--- src/rtl/ppsl_defines.svh ---
// Constants for the port power and strap latch block
`ifndef PPSL_DEFINES_SVH
`define PPSL_DEFINES_SVH

// ============================================================
// Register map
`define PPSL_DYN_PWR_ADDR      16'h4134
`define PPSL_DYN_PWR_RESET     8'hc1
`define PPSL_DYN_PWR_ENABLE    8'h41

// ============================================================
// Pin levels
`define PPSL_PWR_OFF           1'b0
`define PPSL_PWR_ON            1'b1
`define PPSL_STRAP_DISABLED    1'b0
`define PPSL_STRAP_ENABLED     1'b1
`define PPSL_SELF_POWERED      1'b1

`endif

--- src/rtl/ppsl_pkg.sv ---
// Types shared by the port power and strap latch block
package ppsl_pkg;
  typedef enum logic [1:0] {
    PPSL_RESET_ST  = 2'b00,
    PPSL_CONFIG_ST = 2'b01,
    PPSL_RUN_ST    = 2'b11
  } ppsl_state_e;

  typedef logic [7:0]  ppsl_byte_t;
  typedef logic [15:0] ppsl_addr_t;
endpackage

--- src/rtl/ppsl_port_power.sv ---
// Port power enables, strap latching and local-power detect
`timescale 1ns/1ps
`include "ppsl_defines.svh"

module ppsl_port_power (
  input  wire logic             clk_sys_in,
  input  wire logic             reset_n_in,
  // Register write ports (management port and start-up memory) and read port
  input  wire logic             smbus_wr_in,
  input  wire ppsl_pkg::ppsl_addr_t smbus_addr_in,
  input  wire ppsl_pkg::ppsl_byte_t smbus_wdata_in,
  input  wire logic             otp_wr_in,
  input  wire ppsl_pkg::ppsl_addr_t otp_addr_in,
  input  wire ppsl_pkg::ppsl_byte_t otp_wdata_in,
  input  wire logic             rd_in,
  input  wire ppsl_pkg::ppsl_addr_t rd_addr_in,
  output ppsl_pkg::ppsl_byte_t  rd_data_out,
  // Core side
  input  wire logic [1:0]       port_power_request_in,
  input  wire logic [1:0]       combined_control_sel_in,
  input  wire logic             config_done_in,
  input  wire logic             self_power_detect_used_in,
  input  wire logic [1:0]       fixed_device_cfg_in,
  output logic [1:0]            overcurrent_out,
  output logic [1:0]            charging_enable_out,
  output logic                  self_powered_out,
  output logic [1:0]            fixed_device_out,
  output logic                  configuring_out,
  // Pins
  input  wire logic             self_power_detect_in,
  input  wire logic [1:0]       fixed_device_straps_in,
  input  wire logic             port1_charging_strap_in,
  input  wire logic             port2_charging_strap_in,
  input  wire logic             port1_overcurrent_sense_n_in,
  input  wire logic             port2_overcurrent_sense_n_in,
  input  wire logic             port1_combined_control_in,
  input  wire logic             port2_combined_control_in,
  output logic                  port1_power_enable_out,
  output logic                  port1_power_enable_oe_out,
  output logic                  port2_power_enable_out,
  output logic                  port2_power_enable_oe_out
);
  import ppsl_pkg::*;

  // ============================================================
  // Input synchronisers
  localparam int NSYNC = 8;
  logic [NSYNC-1:0] async_in;
  logic [NSYNC-1:0] sync1_reg;
  logic [NSYNC-1:0] sync2_reg;

  assign async_in = {port2_combined_control_in, port1_combined_control_in,
                     fixed_device_straps_in, port2_charging_strap_in,
                     port1_charging_strap_in, port2_overcurrent_sense_n_in,
                     port1_overcurrent_sense_n_in};

  genvar gi;
  generate
    for (gi = 0; gi < NSYNC; gi++) begin : g_sync
      always_ff @(posedge clk_sys_in or negedge reset_n_in) begin
        if (!reset_n_in) begin
          sync1_reg[gi] <= 1'b1;
          sync2_reg[gi] <= 1'b1;
        end else begin
          sync1_reg[gi] <= async_in[gi];
          sync2_reg[gi] <= sync1_reg[gi];
        end
      end
    end
  endgenerate

  logic lp_sync1_reg;
  logic lp_sync2_reg;
  always_ff @(posedge clk_sys_in or negedge reset_n_in) begin
    if (!reset_n_in) begin
      lp_sync1_reg <= 1'b0;
      lp_sync2_reg <= 1'b0;
    end else begin
      lp_sync1_reg <= self_power_detect_in;
      lp_sync2_reg <= lp_sync1_reg;
    end
  end

  // ============================================================
  // Stage sequencing: strap capture waits until the second synchroniser
  // stage holds a real pin sample, never the flops' reset value
  ppsl_state_e state_reg;
  logic        sync_warm_reg;
  logic        sync_full_reg;

  always_ff @(posedge clk_sys_in or negedge reset_n_in) begin
    if (!reset_n_in) begin
      state_reg     <= PPSL_RESET_ST;
      sync_warm_reg <= 1'b0;
      sync_full_reg <= 1'b0;
    end else begin
      unique case (state_reg)
        PPSL_RESET_ST: begin
          sync_warm_reg <= 1'b1;
          sync_full_reg <= sync_warm_reg;
          if (sync_full_reg) begin
            state_reg <= PPSL_CONFIG_ST;
          end
        end
        PPSL_CONFIG_ST: begin
          if (config_done_in) begin
            state_reg <= PPSL_RUN_ST;
          end
        end
        PPSL_RUN_ST: begin
          state_reg <= PPSL_RUN_ST;
        end
        default: begin
          state_reg <= PPSL_RESET_ST;
        end
      endcase
    end
  end

  logic capture;
  assign capture         = (state_reg == PPSL_RESET_ST) && sync_full_reg;
  assign configuring_out = (state_reg == PPSL_CONFIG_ST);

  // ============================================================
  // Strap latches
  logic [1:0] charging_reg;
  logic [1:0] fixed_strap_reg;
  always_ff @(posedge clk_sys_in or negedge reset_n_in) begin
    if (!reset_n_in) begin
      charging_reg    <= {2{`PPSL_STRAP_DISABLED}};
      fixed_strap_reg <= 2'h0;
    end else if (capture) begin
      charging_reg    <= sync2_reg[3:2];
      fixed_strap_reg <= sync2_reg[5:4];
    end
  end
  assign charging_enable_out = charging_reg;

  // Strap ignored when self-power detect shares its pin
  assign fixed_device_out = self_power_detect_used_in ? fixed_device_cfg_in
                                                      : fixed_strap_reg;

  // ============================================================
  // Dynamic-power register; management port wins on a collision
  ppsl_byte_t dyn_pwr_reg;
  always_ff @(posedge clk_sys_in or negedge reset_n_in) begin
    if (!reset_n_in) begin
      dyn_pwr_reg <= `PPSL_DYN_PWR_RESET;
    end else if (smbus_wr_in && smbus_addr_in == `PPSL_DYN_PWR_ADDR) begin
      dyn_pwr_reg <= smbus_wdata_in;
    end else if (otp_wr_in && otp_addr_in == `PPSL_DYN_PWR_ADDR) begin
      dyn_pwr_reg <= otp_wdata_in;
    end
  end

  always_ff @(posedge clk_sys_in or negedge reset_n_in) begin
    if (!reset_n_in) begin
      rd_data_out <= 8'h00;
    end else if (rd_in) begin
      rd_data_out <= (rd_addr_in == `PPSL_DYN_PWR_ADDR) ? dyn_pwr_reg : 8'h00;
    end
  end

  // ============================================================
  // Self-power latch
  logic dynamic_on;
  logic self_pwr_reg;
  assign dynamic_on = (dyn_pwr_reg == `PPSL_DYN_PWR_ENABLE);
  always_ff @(posedge clk_sys_in or negedge reset_n_in) begin
    if (!reset_n_in) begin
      self_pwr_reg <= 1'b0;
    end else if (state_reg == PPSL_CONFIG_ST) begin
      self_pwr_reg <= lp_sync2_reg;
    end else if (state_reg == PPSL_RUN_ST && dynamic_on) begin
      self_pwr_reg <= lp_sync2_reg;
    end
  end
  assign self_powered_out = (self_pwr_reg == `PPSL_SELF_POWERED);

  // ============================================================
  // Power enables and over-current. Combined pins are open drain:
  // power on releases the pin, off pulls it low, and the pulled-up
  // level read back low while released means over-current.
  logic [1:0] pwr_reg;
  always_ff @(posedge clk_sys_in or negedge reset_n_in) begin
    if (!reset_n_in) begin
      pwr_reg <= {2{`PPSL_PWR_OFF}};
    end else if (state_reg == PPSL_RUN_ST) begin
      pwr_reg <= port_power_request_in;
    end else begin
      pwr_reg <= {2{`PPSL_PWR_OFF}};
    end
  end

  always_comb begin
    port1_power_enable_out = combined_control_sel_in[0] ? 1'b0 : pwr_reg[0];
    port1_power_enable_oe_out = combined_control_sel_in[0]
                              ? (pwr_reg[0] == `PPSL_PWR_OFF) : 1'b1;
    port2_power_enable_out = combined_control_sel_in[1] ? 1'b0 : pwr_reg[1];
    port2_power_enable_oe_out = combined_control_sel_in[1]
                              ? (pwr_reg[1] == `PPSL_PWR_OFF) : 1'b1;
  end

  // Readback lags a release by the synchroniser depth; wait it out so
  // the pull-low of the off state is not taken for over-current
  logic [1:0] pwr_d1_reg;
  logic [1:0] pwr_d2_reg;
  always_ff @(posedge clk_sys_in or negedge reset_n_in) begin
    if (!reset_n_in) begin
      pwr_d1_reg <= {2{`PPSL_PWR_OFF}};
      pwr_d2_reg <= {2{`PPSL_PWR_OFF}};
    end else begin
      pwr_d1_reg <= pwr_reg;
      pwr_d2_reg <= pwr_d1_reg;
    end
  end

  always_ff @(posedge clk_sys_in or negedge reset_n_in) begin
    if (!reset_n_in) begin
      overcurrent_out <= 2'h0;
    end else begin
      overcurrent_out[0] <= combined_control_sel_in[0]
                          ? (pwr_reg[0] && pwr_d2_reg[0] && !sync2_reg[6])
                          : !sync2_reg[0];
      overcurrent_out[1] <= combined_control_sel_in[1]
                          ? (pwr_reg[1] && pwr_d2_reg[1] && !sync2_reg[7])
                          : !sync2_reg[1];
    end
  end
endmodule
--- config.mk ---
export PLATFORM = sky130hd
export DESIGN_NAME = ppsl_port_power
export DESIGN_NICKNAME = d
export VERILOG_FILES = /design/src/rtl/ppsl_pkg.sv /design/src/rtl/ppsl_port_power.sv
export VERILOG_INCLUDE_DIRS = /design/src /design/src/rtl
export SDC_FILE = /design/constraint.sdc
export NUM_CORES = 1
export LEC_CHECK = 0
export BUFFER_PORTS_ARGS = -buffer_cell sky130_fd_sc_hd__buf_2
export CAP_MARGIN = 20
export CORE_ASPECT_RATIO = 0.9
export CORE_UTILIZATION = 40
export CTS_BUF_LIST = sky130_fd_sc_hd__clkbuf_4 sky130_fd_sc_hd__clkbuf_8 sky130_fd_sc_hd__clkbuf_16
export CTS_CLUSTER_SIZE = 40
export DETAILED_ROUTE_END_ITERATION = 8
export PLACE_DENSITY = 0.75
export SKIP_LAST_GASP = 1
export SYNTH_ARGS = -nofsm -noshare
export SYNTH_HDL_FRONTEND = slang
export SYNTH_SLANG_ARGS = --single-unit
--- constraint.sdc ---
create_clock -name clk_sys_in -period 1.6 [get_ports clk_sys_in]
set_clock_uncertainty 0.15 [all_clocks]
set_input_delay 0.08 -clock clk_sys_in [delete_from_list [all_inputs] [get_ports clk_sys_in]]
set_output_delay 0.08 -clock clk_sys_in [all_outputs]
set_load 0.05 [all_outputs]
### After elaboration in Yosys (flattened, before gate mapping)

Cells that the tools add are included.

| operators by class | value |
|---|---|
| muxes and demuxes | 16 |
| equality and inequality tests | 8 |
| reduce and logical (&&, ||, !) cells | 16 |
| bitwise gates (word level) | 2 |

Operators by type and width:

| operator | number |
|---|---|
| $eq 16x15->1 const B | 3 |
| $mux 8 | 3 |
| $eq 8x7->1 const B | 1 |
| $logic_and 1x1->1 | 8 |
| $mux 1 | 8 |
| $mux 2 | 4 |
| $pmux 2 s3 | 1 |
| $logic_not 1->1 | 4 |
| $ne 2x2->1 const B | 2 |
| $reduce_bool 2->1 | 2 |
| $eq 2x1->1 const B | 1 |
| $eq 2x2->1 const B | 1 |
| $logic_not 2->1 | 1 |
| $not 1->1 | 2 |
| $reduce_and 2->1 | 1 |

| storage, ports and cells | value |
|---|---|
| flip-flop bits (word level) | 51 |
| logic and storage cells | 72 |

### Logic depth before layout (Yosys ltp)

| logic depth | value |
|---|---|
| word-level depth | 4 |
| gate-level depth with buffers | 5 |
| gate-level depth less buffers | 4 |

### Worst setup path after synthesis

OpenSTA, ideal clock, no wires.

| path | value |
|---|---|
| path kind | reg2reg |
| start | register dyn_pwr_reg[0] |
| end | register self_pwr_reg, in the netlist self_powered_out |
| arrival | 1.250 ns |
| library setup time | 0.128 ns |
| slack | 0.073 ns |
| period minus slack after synthesis | 1.527 ns |
| cell stages (with the launch flop) | 5 |
| cell sequence | dfstp_2 > nor4b_1 > and4b_1 > o21ai_1 > mux2_1 |

| between the ends | value |
|---|---|
| word-level cells in the longest chain between the ends | 3 |

Ends and longest elaborated chain:

| element | RTL line | RTL |
|---|---|---|
| start: declaration | ppsl_port_power.sv:145 | `ppsl_byte_t dyn_pwr_reg;` |
| start signal: assignment | ppsl_port_power.sv:148 | `` dyn_pwr_reg <= `PPSL_DYN_PWR_RESET; `` |
| start signal: assignment | ppsl_port_power.sv:150 | `dyn_pwr_reg <= smbus_wdata_in;` |
| start signal: assignment | ppsl_port_power.sv:152 | `dyn_pwr_reg <= otp_wdata_in;` |
| $eq 8x7->1 (no source line) | - |  |
| $logic_and 1x1->1 | ppsl_port_power.sv:174 | `end else if (state_reg == PPSL_RUN_ST && dynamic_on) begin` |
| $reduce_bool 2->1 (no source line) | - |  |
| end signal: assignment | ppsl_port_power.sv:173 | `self_pwr_reg <= lp_sync2_reg;` |
| end signal: assignment | ppsl_port_power.sv:175 | `self_pwr_reg <= lp_sync2_reg;` |
| end: declaration | ppsl_port_power.sv:167 | `logic self_pwr_reg;` |

Every way passes these cells.
A chain may end at the register's enable or synchronous reset.

### Worst setup path in the final report

Same ends and word-level chain as after synthesis.

==> flow_metrics.py <==
metrics = {
    "sta": {
        "drv_slew": 0,
        "tightest_slew_ns": 0.460,
        "holdWs_ns": 0.0136,
        "slew_headroom_pct": 69.1,
        "fmax_ghz": 0.645,
        "finalHoldViolCount": 0,
        "finalCritPeriodShare_pct": 96.8,
        "setup_violations": 0,
        "finalCriticalPeriod_ns": 1.55,
        "fin_tns_setup_ns": 0,
        "grt_setup_unrepaired": "false",
    },
    "synth": {
        "yosysMostFrequentCell": "dfrtp_1",
        "synth-main-ff-cell": "dfrtp_1",
        "syn_area_um2": 2020,
        "synth_cell_type_count": 35,
        "ys_async_sr_fraction_pct": 100,
        "yosysWarnings": 0,
        "avgSynthCellArea_um2": 13.8,
        "synthCells": 147,
        "ys_ff_latch": 51,
        "ys_top_cells_by_area": "dfrtp_1 40%, dfstp_2 25%, mux2_2 3.9%",
        "ys_seq_area_share_pct": 64.3,
        "synthTopCellsByCount": "32 x dfrtp_1, 19 x dfstp_2",
        "synth_top_area_cell": "dfrtp_1",
        "synth.net_count": 233,
        "synth-edff-count": 0,
        "post-synth-top-area-fraction_pct": 39.6,
    },
    "floorplanning": {
        "die_h_um": 69.5,
        "ios": 106,
        "start_util_pct": 41.6,
        "core-area_um2": 4860,
        "dieArea_um2": 5340,
        "die_x_um": 76.9,
        "rows": 24,
    },
    "final_layout": {
        "final_net_count": 384,
        "drive_gt1_share_pct": 51.2,
        "diodes": 0,
        "fin_cells": 364,
        "area_growth_pct": 54.7,
        "utilization_pct": 64.3,
    },
    "clock_tree": {
        "cts_tree": "built",
        "cts_htree_levels": 2,
        "clockBufferDepth": 2,
        "clk_pin_slew_ns": 0.08,
        "cts_root_buf": "clkbuf_8",
        "clock_latency_ns": 0.30,
        "cts_setup_buffers": 0,
        "cts_buffers": 5,
        "cts_sinks": 51,
    },
    "global_routing": {
        "grtUsageTotal_pct": 18.5,
        "grt_antenna_before_repair": 0,
        "grt_max_degree": 32,
        "grt_pass1_wl_mm": 7.65,
        "grt_overflow": 0,
        "grt_pass1_vias": 1776,
    },
    "critical_path": {
        "cp_slowest_cell": "dfstp_2",
        "critPathTopFamily": "flip-flops",
        "path_class": "flop to flop",
        "cp_max_fo": 2,
        "cpPeakStageDelay_ns": 0.54,
        "cp.arrival_ns": 1.58,
        "endpoint_kind": "flop",
        "r2r_setup_slack_ns": 0.05,
        "cp.required_ns": 1.63,
        "timing.rr.start": "dyn_pwr_reg[0]",
        "r2r-end": "self_powered_out",
        "rr_worst_depth": 4,
        "crit_chain": "nor4b_4 > and4b_1 > o21ai_1 > mux2_1",
        "start_kind": "flop",
        "crit_buf_inv": 0,
    },
    "pwr": {
        "ir_drop_mv": 0.475,
        "powerDensity_nw_per_um2": 784,
        "power_w": 0.00245,
        "leakage_nw": 1.48,
    },
    "detailed_routing": {
        "dr_total_vias": 1775,
        "drtAntennaViolNets": 0,
        "wl_per_cell_um": 13.3,
        "drc": 0,
        "avgViaCountPerCell": 4.88,
        "first_iter_violations": 59,
        "routed_wl_mm": 4.85,
        "drtPass1Iterations": 4,
    },
    "hold_path": {
        "min_path_type": "input port to flop",
        "min_from": "rd_addr_in[1]",
        "hold_path_end": "rd_data_out[4]",
        "min_path_cells": 3,
    },
    "placement": {
        "place.gp.congestion": 0.725,
        "place.port_buffers": 105,
        "place_inst": 322,
        "dp_hpwl_mm": 3.50,
    },
    "flow_run": {
        "maxCapViolCount": 0,
    },
    "run_status": {
        "status": "finished clean",
    },
}
cell families (layout without fill, tap and decap cells):
| group | after synthesis | after routing | synth area share (%) |
|---|---|---|---|
| AO/OA/AOI/OAI | 29 | 29 | 9.78 |
| buffers and inverters | 6 | 158 | 1.55 |
| flip-flops | 51 | 51 | 64.3 |
| multiplexers | 8 | 8 | 4.46 |
| AND/OR/NAND/NOR | 53 | 53 | 19.9 |
final cells by class:
cell class	count	area, um^2
Timing Repair Buffer	146	931
Multi-Input combinational cell	90	706
Clock inverter	1	5.00
Inverter	4	15.0
Clock buffer	7	90.1
Fill cell	401	1740
Sequential cell	51	1300
Tap cell	65	81.3
worst register-to-register path: stages (launching register included):
cell,delay [ns]
dfstp_2,0.54
nor4b_4,0.17
and4b_1,0.21
o21ai_1,0.06
mux2_1,0.30
metrics by stage:
step,instance area [um^2],worst slack (ns)
after floorplan,2020,0.0728
final,3130,0.0505
after global placement,2680,0.0253
after detailed placement,2680,0.000325
after CTS,3120,0.0541
after global routing,3130,0.00132
cell usage in the layout (no fill, tap or decap), types with 2 or more instances in the layout:
cell type,n
o32ai_1,2
and3_1,2
dlygate4sd3_1,34
inv_1,4
clkbuf_8,6
mux2_2,7
nor2_1,7
nor4bb_1,3
dfrtp_1,32
nor3_1,8
a31oi_1,8
o21ai_0,8
nand4_1,3
nor4b_4,2
nor2b_1,4
dfstp_2,19
and4bb_1,2
a22o_1,8
nand4b_1,7
buf_2,105
buf_4,6
nor4b_1,2
nand2_1,3
timing repair:
action                     4_1_cts  5_1_grt
resized for setup                1        1
hold buffers                    34        0
setup endpoints to repair        1        1
gates cloned                     0        0
hold endpoints to repair        64        0
pin swaps                        1        1
per-layer routing:
metal | wire length [um] | share of wire (%) | GRT usage, %
met1 | 1970 | 41 | 20.5
met3 | 276 | 5.7 | 3.42
met2 | 2540 | 52 | 35.2
met4 | 51 | 1.1 | 6.20
met5 | 0 | 0 | 0
worst max-delay path by stage:
stage	depth (start not counted)	startpoint	slack [ns]	end
2_1_floorplan	4	dyn_pwr_reg[0]	0.07	self_powered_out
3_3_place_gp	4	dyn_pwr_reg[0]	0.03	self_powered_out
3_5_place_dp	4	dyn_pwr_reg[0]	0.0003	self_powered_out
4_1_cts	4	dyn_pwr_reg[0]	0.05	self_powered_out
5_1_grt	4	dyn_pwr_reg[0]	0.001	self_powered_out
6_report	4	dyn_pwr_reg[0]	0.05	self_powered_out
power by group:
group	internal (W)	switching, W
logic	0.000174	0.000172
registers	0.00135	0.0000155
clock network	0.000366	0.000378
Note: power is estimated with default switching activity, not from simulation.
